**src/pkg/rpm_pkg.sv**
```systemverilog
// Package with constants and carriers for the remappable pin matrix
package rpm_pkg;
  // ---------------------------------------------------------------
  // Field and index sizes
  // ---------------------------------------------------------------
  localparam int unsigned SEL_W      = 6;   // Every select field
  localparam int unsigned IDX_SPACE  = 64;  // Pins addressable by a field
  localparam int unsigned NUM_IO     = 32;  // Output-capable pins 0..31
  localparam int unsigned NUM_PINS   = 44;  // Largest variant, 12 input-only
  localparam int unsigned NUM_IN     = 36;  // Pin-selectable peripheral inputs
  localparam int unsigned NUM_FUNC   = 36;  // Highest output function code
  localparam int unsigned IN_IDX_W   = 6;   // Peripheral input index width

  // ---------------------------------------------------------------
  // Reset values and codes
  // ---------------------------------------------------------------
  localparam logic [5:0] OUT_SEL_RST = 6'h00; // Null output
  localparam logic [5:0] IN_SEL_RST  = 6'h3f; // Ties input low
  localparam logic [5:0] LAST_PIN    = 6'h2b; // Highest implemented index
  localparam logic [5:0] LAST_FUNC   = 6'h24; // Comparator three
  // Codes carrying a function: 1-12, 18-25, 28-36
  localparam logic [63:0] LISTED_MASK = 64'h0000_001f_f3fc_1ffe;
  // All 44 pins present in the largest variant
  localparam logic [43:0] ALL_PINS   = 44'hfff_ffff_ffff;

  // Write request into one select field
  typedef struct packed {
    logic       en;
    logic [5:0] idx;
    logic [5:0] code;
  } rpm_wr_t;

  // Output code that routes a peripheral output
  function automatic logic rpm_code_listed(input logic [5:0] code);
    return LISTED_MASK[code];
  endfunction
endpackage

```
**src/design/rpm_matrix.sv**
```systemverilog
// Remappable pin matrix: output select per pin, input select per input
//
// Overview of operation
// - Each io pin owns a 6-bit output select
// - Code zero disconnects pin from all outputs
// - Reset clears every output select to zero
// - Codes 1-6: comparators, uart one/two signals
// - Codes 7-12: spi one and two outputs
// - Codes 18-25 compare units, 28-31 uarts three/four
// - Codes 32-34 spi three, 35 compare nine, 36 comparator
// - Structure blocks contention on pins and inputs
// - Fan-out of pins and outputs allowed
// - Six-bit index space addresses 64 pins
// - At most 44 pins, 12 input only
// - Present pins set by a parameter mask
// - Unimplemented or above-43 input codes give nothing
// - Fields of absent pins have no storage
// - Each peripheral input owns a pin index field
// - Pins 0-31 io, 32 upward input only
// - Reset loads input selects with all ones
// - Lock set makes select writes vanish
`timescale 1ns/1ps
module rpm_matrix #(
  parameter logic [43:0] PIN_PRESENT = rpm_pkg::ALL_PINS
) (
  // Clock and reset
  input  wire logic                            i_clk,
  input  wire logic                            i_rst,
  // Write lock and select writes
  input  wire logic                            i_pin_map_write_lock,
  input  wire rpm_pkg::rpm_wr_t                i_out_sel_wr,
  input  wire rpm_pkg::rpm_wr_t                i_in_sel_wr,
  // Peripheral outputs, bit n is function code n
  input  wire logic [rpm_pkg::NUM_FUNC:1]      i_func_out,
  // Remappable pin levels from the pads
  input  wire logic [rpm_pkg::NUM_PINS-1:0]    i_pin_in,
  // Pad drive for io pins, enable low while driving
  output logic      [rpm_pkg::NUM_IO-1:0]      o_pin_out,
  output logic      [rpm_pkg::NUM_IO-1:0]      o_pin_oe_n,
  // Peripheral inputs, bit n is input index n
  output logic      [rpm_pkg::NUM_IN-1:0]      o_periph_in
);

  // ---------------------------------------------------------------
  // Storage
  // ---------------------------------------------------------------
  logic [rpm_pkg::NUM_IO-1:0][5:0]   out_sel_q;
  logic [rpm_pkg::NUM_IN-1:0][5:0]   in_sel_q;
  logic [rpm_pkg::NUM_PINS-1:0]      pin_meta_q;
  logic [rpm_pkg::NUM_PINS-1:0]      pin_sync_q;
  logic [rpm_pkg::NUM_IO-1:0]        pin_out_q;
  logic [rpm_pkg::NUM_IO-1:0]        pin_oe_n_q;
  logic [rpm_pkg::NUM_IN-1:0]        periph_in_q;
  logic [rpm_pkg::IDX_SPACE-1:0]     pin_valid;
  logic [rpm_pkg::IDX_SPACE-1:0]     pin_level;
  logic [rpm_pkg::NUM_FUNC:0]        func_vec;
  logic                              out_wr_ok;
  logic                              in_wr_ok;

  assign o_pin_out   = pin_out_q;
  assign o_pin_oe_n  = pin_oe_n_q;
  assign o_periph_in = periph_in_q;

  // Code 0 carries a constant low so the null code reads cleanly
  assign func_vec = {i_func_out, 1'b0};

  // Indices past the last pin are never valid; all ones selects no pin
  assign pin_valid = {20'h00000, PIN_PRESENT};
  assign pin_level = {20'h00000, pin_sync_q};

  // Locked writes still look accepted to the writer
  assign out_wr_ok = i_out_sel_wr.en && !i_pin_map_write_lock;
  assign in_wr_ok  = i_in_sel_wr.en && !i_pin_map_write_lock;

  // ---------------------------------------------------------------
  // Pad synchronisers
  // ---------------------------------------------------------------
  // Pads are asynchronous to the system clock
  always_ff @(posedge i_clk) begin
    if (i_rst) begin
      pin_meta_q <= '0;
      pin_sync_q <= '0;
    end else begin
      pin_meta_q <= i_pin_in;
      pin_sync_q <= pin_meta_q;
    end
  end

  // ---------------------------------------------------------------
  // Output select fields, one per io pin
  // ---------------------------------------------------------------
  for (genvar p = 0; p < rpm_pkg::NUM_IO; p++) begin : g_out
    if (PIN_PRESENT[p]) begin : g_field
      // Only io indices 0..31 can hit a field
      always_ff @(posedge i_clk) begin
        if (i_rst) begin
          out_sel_q[p] <= rpm_pkg::OUT_SEL_RST;
        end else if (out_wr_ok && i_out_sel_wr.idx == 6'(p)) begin
          out_sel_q[p] <= i_out_sel_wr.code;
        end
      end
    end else begin : g_absent
      // No storage: writes land nowhere
      assign out_sel_q[p] = rpm_pkg::OUT_SEL_RST;
    end

    // One code per pin means two outputs can never share it
    always_ff @(posedge i_clk) begin
      if (i_rst) begin
        pin_out_q[p]  <= 1'b0;
        pin_oe_n_q[p] <= 1'b1;
      end else if (rpm_pkg::rpm_code_listed(out_sel_q[p])) begin
        pin_out_q[p]  <= func_vec[out_sel_q[p]];
        pin_oe_n_q[p] <= 1'b0;
      end else begin
        pin_out_q[p]  <= 1'b0;
        pin_oe_n_q[p] <= 1'b1;
      end
    end
  end

  // ---------------------------------------------------------------
  // Input select fields, one per peripheral input
  // ---------------------------------------------------------------
  for (genvar n = 0; n < rpm_pkg::NUM_IN; n++) begin : g_in
    always_ff @(posedge i_clk) begin
      if (i_rst) begin
        in_sel_q[n] <= rpm_pkg::IN_SEL_RST;
      end else if (in_wr_ok && i_in_sel_wr.idx == 6'(n)) begin
        in_sel_q[n] <= i_in_sel_wr.code;
      end
    end

    // One index per input means two pins never fight; a pin may fan out
    always_ff @(posedge i_clk) begin
      if (i_rst) begin
        periph_in_q[n] <= 1'b0;
      end else if (pin_valid[in_sel_q[n]]) begin
        periph_in_q[n] <= pin_level[in_sel_q[n]];
      end else begin
        periph_in_q[n] <= 1'b0;
      end
    end
  end

  // ---------------------------------------------------------------
  // Assertions
  // ---------------------------------------------------------------
  // Routed levels of the watched pin and input, for the checks below
  logic route_pick;
  logic in_pick;
  assign route_pick = func_vec[out_sel_q[3]];
  assign in_pick    = pin_level[in_sel_q[1]];
endmodule // rpm_matrix

```
**config.mk**
```make
export PLATFORM = sky130hd
export DESIGN_NAME = rpm_matrix
export DESIGN_NICKNAME = d
export VERILOG_FILES = /design/src/pkg/rpm_pkg.sv /design/src/design/rpm_matrix.sv
export SDC_FILE = /design/constraint.sdc
export NUM_CORES = 2
export LEC_CHECK = 0
export BUFFER_PORTS_ARGS = -buffer_cell sky130_fd_sc_hd__buf_2
export CORE_UTILIZATION = 25
export CTS_BUF_LIST = sky130_fd_sc_hd__clkbuf_4
export DETAILED_ROUTE_END_ITERATION = 16
export HOLD_SLACK_MARGIN = 0.02
export MAX_ROUTING_LAYER = met4
export PLACE_DENSITY = 0.44
export SLEW_MARGIN = 40
export SYNTH_ARGS = -nofsm -noshare
export SYNTH_HDL_FRONTEND = slang
export SYNTH_SLANG_ARGS = --single-unit
```
**constraint.sdc**
```tcl
create_clock -name i_clk -period 2.3 [get_ports i_clk]
set_input_delay 0.345 -clock i_clk [delete_from_list [all_inputs] [get_ports i_clk]]
set_output_delay 0.345 -clock i_clk [all_outputs]
set_load 0.1 [all_outputs]
```
### Word level (Yosys, flattened, before mapping)

Memories as Yosys holds them, arrays and structs flattened. A register that Yosys moved wholly into a read port is not among the register bits.
Cells that the tools add are included.

* output and inout bits: 100
* memories: 68
* word-level logic and storage cells: 953
* bits in read-only memories: 4352
* flip-flop bits (word level): 596

* reduce and logical (&&, ||, !) cells: 141
* bitwise gates (word level): 68
* multiplexer cells: 372
* magnitude comparators: 68
* eq/ne operators: 66

Memories
* (name not given): words 64, bits a word 1, rd ports 1, clocked after memory_dff 1, write ports 0, line rpm_matrix.sv:138 `end else if (pin_valid[in_sel_q[n]]) begin`
* (name not given): words 64, bits a word 1, rd ports 1, clocked after memory_dff 1, write ports 0, line rpm_matrix.sv:138
* (name not given): words 64, bits a word 1, rd ports 1, clocked after memory_dff 1, write ports 0, line rpm_matrix.sv:138
* (name not given): words 64, bits a word 1, rd ports 1, clocked after memory_dff 1, write ports 0, line rpm_matrix.sv:138
* (name not given): words 64, bits a word 1, rd ports 1, clocked after memory_dff 1, write ports 0, line rpm_matrix.sv:138
* (name not given): words 64, bits a word 1, rd ports 1, clocked after memory_dff 1, write ports 0, line rpm_matrix.sv:138
* 62 more memories

Operators by type and width (number)
* $mux 6: 136
* $lt 6x7->1 const B: 68
* $bmux 1 s6: 68
* $eq 6x5->1 const B: 32
* $mux 1: 168
* $reduce_or 2->1: 68
* $eq 6x4->1 const B: 16
* $logic_and 1x1->1: 70
* $not 1->1: 68
* $eq 6x3->1 const B: 8
* $eq 6x2->1 const B: 4
* $eq 6x6->1 const B: 4
* $eq 6x1->1 const B: 2
* $logic_not 6->1: 2
* $logic_not 1->1: 1

### Longest topological paths before layout

* word-level depth: 5
* gate-level depth with buffers: 9
* gate-level depth less buffers: 5

### Least setup slack after synthesis

No wires, ideal clock.

* kind: reg-to-reg
* from: register in_sel_q[13] (netlist name)
* to: register periph_in_q (netlist bit o_periph_in[2])
* cell stages (with the launch flop): 7
* path slack: 0.206 ns
* data arrival time: 1.972 ns
* data required time: 2.178 ns
* path buffers: 1
* cells stage by stage: dfxtp_1 -> buf_1 -> mux4_2 -> mux2_2 -> nand3_1 -> o41ai_1 -> o311a_1

* cells in the longest elaborated chain, start to end: 2

Ends and longest elaborated chain
* start: declaration: line rpm_matrix.sv:48 `logic [rpm_pkg::NUM_IN-1:0][5:0] in_sel_q;`
* start signal: indexed assignment: line rpm_matrix.sv:128 `in_sel_q[n] <= rpm_pkg::IN_SEL_RST;`
* start signal: indexed assignment: line rpm_matrix.sv:130 `in_sel_q[n] <= i_in_sel_wr.code;`
* $bmux 1 s6: line rpm_matrix.sv:139 `periph_in_q[n] <= pin_level[in_sel_q[n]];`
* $mux 1 (implied by the code): line rpm_matrix.sv:139
* end signal: indexed assignment: line rpm_matrix.sv:139
* end: declaration: line rpm_matrix.sv:53 `logic [rpm_pkg::NUM_IN-1:0] periph_in_q;`

No other way between the ends. The select of a mux whose other input is x is not followed.
A chain may end at the register's enable or synchronous reset.

==> flow_metrics.py <==
metrics = {
    "die": {
        "die_h_um": 452,
        "dieArea_mm2": 0.205,
        "core-area_mm2": 0.200,
        "chipWidth_um": 452,
        "rows": 164,
        "ios": 209,
        "start_util_pct": 25.3,
    },
    "worst_setup_path": {
        "reg2reg_depth": 6,
        "slowest_delay_ns": 0.63,
        "crit_buf_inv": 6,
        "cp.depth": 11,
        "path_cells": "dlygate4sd3_1 > buf_4 > buf_4 > nand3b_1 > dlygate4sd3_1 > buf_4 > nor3_4 > dlygate4sd3_1 > mux2i_1 > a211oi_1 > a211oi_1",
        "cp-start-kind": "input pin",
        "startpoint": "i_out_sel_wr[7]",
        "worstSetupPathType": "input pin to flip-flop",
        "regToRegEndpoint": "o_periph_in[20]",
        "r2r_start": "pin_sync_q[36]",
        "worst-r2r-setup-slack_ns": 0,
        "crit_path_end_kind": "flip-flop",
        "cp_max_fo": 8,
        "crit_slowest_cell": "dlygate4sd3_1",
        "required_ns": 3.51,
        "worstPathArrival_ns": 3.52,
        "cpLargestDelayFamily": "buffers and inverters",
    },
    "synthesis": {
        "synthTopCellsByArea": "mux4_2 31%, dfxtp_1 26%, mux2i_1 9.4%",
        "yosysUniqueCellTypes": 83,
        "netlist.area_leader.share_pct": 30.6,
        "syn_avg_cell_area_um2": 10.2,
        "async_flop_share_pct": 0,
        "synth-edff-count": 0,
        "yosysWarnings": 0,
        "synth_ff_type": "dfxtp_1",
        "ys_ff_latch": 664,
        "synth_seq_area_share_pct": 26.2,
        "yosysTopAreaCell": "mux4_2",
        "syn_inst": 4956,
        "syn_area_mm2": 0.0507,
        "syn_nets": 5065,
    },
    "detailed_routing": {
        "ant_nets": 0,
        "drc": 0,
        "drtIter0Drc": 4664,
        "routed_wl_um": 232000,
        "viasPerCell": 5.69,
        "wire_per_inst_um": 27.4,
        "vias": 48100,
        "drt-pass1-iter-count": 7,
    },
    "layout": {
        "utilization_pct": 33.0,
        "area_growth_pct": 30.6,
        "instances_no_fill": 8462,
        "final_layout_size_suffix_gt1_share_pct": 38.4,
        "final_nets": 5738,
    },
    "sta": {
        "final.min_clock_period_ns": 2.31,
        "min_period_over_period_pct": 101,
        "drv_slew": 0,
        "max-slew-margin-rel_pct": 43.1,
        "max_freq_mhz": 432,
        "worst_pin_slew_ns": 0.854,
        "hold_violations": 0,
        "rsz0062_at_grt": "true",
        "setup_violations": 3,
        "finClkSkew_ns": 0.136,
        "fin_ws_ns": -0.0139,
    },
    "clock_tree": {
        "clock_path_buffers": 3,
        "root_buffer": "clkbuf_4",
        "cts_inserted_buffers": 205,
        "htree_levels": 4,
        "tritoncts": "built",
        "clkTransAtPathRegs_ns": 0.06,
        "insertion_delay_ns": 1.33,
        "clock-sinks": 664,
    },
    "power_and_ir_drop": {
        "leakagePower_nw": 25.6,
        "finalPower_mw": 28.2,
        "powerDensity_mw_per_mm2": 427,
        "ir_worst_vdd_v": 0.000512,
    },
    "global_routing": {
        "grt_pass1_vias": 47900,
        "grt-ovfl-total": 0,
        "grt_max_degree": 90,
        "antenna_found_initial": 16,
        "grt_pass1_wl_um": 335000,
        "grt_usage_pct": 22.8,
    },
    "hold_path": {
        "hold_path.class": "input pin to flip-flop",
    },
    "place": {
        "gp_congestion": 0.916,
        "numPortBuffers": 208,
        "dp_hpwl_um": 149000,
        "placedCellCount": 7880,
    },
    "outcome": {
        "violations": "negative setup slack",
        "status": "complete, but fails checks",
    },
    "flow_run": {
        "drv_cap": 0,
    },
}
## cells in the mapped netlist, types with 108 or more instances
cell type and n:
mux4_2 688, dfxtp_1 664, nand2_1 513, clkbuf_1 495
mux2i_1 476, a21oi_1 220, nand3_1 207, nor2_1 177
nor2b_1 165, o21ai_0 132, inv_1 109, buf_2 108
## cells in the final DEF, fill, tap and decap left out, drive strengths merged, types with 30 or more instances in the layout
cell type	instances
o21ai	132
dfxtp	664
nand3	208
clkinv	85
nor4bb	42
nor3b	59
a221oi	31
nand2	522
mux4	688
nor4	58
nor3	42
a21oi	220
mux2i	478
nor2b	165
and3	30
clkbuf	273
buf	975
nand3b	80
mux2	48
dlygate4sd3	195
a31oi	61
nor2	177
inv	114
nor4b	61
## cell type report
| type | count | area [um2] |
|---|---|---|
| clock buffers | 272 | 2040 |
| diodes | 19 | 47.5 |
| clock inverters | 93 | 468 |
| repair buffers | 1172 | 12100 |
| multi-input cells | 3476 | 34300 |
| well taps | 2656 | 3320 |
| fillers | 20300 | 134000 |
| flip-flops and latches | 664 | 13400 |
| inverters | 110 | 420 |
## stage by stage
stage               instance area [um2]  setup TNS (ns)  setup WS (ns)  hold WS, ns
finish                            66200         -0.0169        -0.0139       0.0682
global route                      66200           -1.57         -0.114      0.00331
CTS                               66100           -4.26         -0.163       0.0217
detailed placement                59900           -6.07         -0.345        0.390
global placement                  59900           -3.56         -0.318        0.391
floorplan                         50700               0          0.206        0.372
## power by group
group	total [mW]	internal, mW	switching [mW]
Sequential	11.7	11.6	0.0868
Clock	12.0	5.75	6.22
Combinational	4.60	1.98	2.62
Total	28.2	19.3	8.92
## worst register-to-register path, stage by stage, from the launching register on
cell      delay (ns)
dfxtp_1         0.43
buf_4           0.45
mux4_2          0.33
mux2i_1         0.07
nor4b_1         0.30
a21oi_1         0.10
a311oi_2        0.36
## worst min-delay path by stage
stage | end | startpoint | slack (ns) | cells past startpoint
2_1_floorplan | o_pin_oe_n[13] | flip-flop | 0.37 | 1
3_3_place_gp | o_pin_oe_n[25] | flip-flop | 0.39 | 1
3_5_place_dp | o_pin_oe_n[25] | flip-flop | 0.39 | 1
4_1_cts | in_sel_q[17] | i_in_sel_wr[5] | 0.02 | 5
5_1_grt | out_sel_q[92] | i_pin_map_write_lock | 0.003 | 7
6_report | out_sel_q[133] | i_rst | 0.07 | 3
## routing by layer
layer	track usage [%]	vias to the layer above	wire, um
li1	-	20400	-
met1	27.3	24100	89100
met2	35.3	2852	107000
met3	5.37	774	22000
met4	12.2	0	13500
met5	-	-	0
## repair_timing
| item | CTS | global route |
|---|---|---|
| setup endpoints to repair | 108 | 47 |
| gates resized for setup | 500 | 27 |
| endpoints found under the hold margin | 610 | 3 |
| hold buffers | 199 | 1 |
| setup buffers | 0 | 3 |
| pin swaps | 0 | 2 |
## logic make-up after synthesis
group	after synthesis	synth area share, %
mux	1214	41.1
flops	664	26.2
xor+xnor	27	0.467
compound gates	656	8.49
simple gates	1579	17.2
buf+inv	816	6.45
Note: power is estimated with default switching activity, not from simulation.
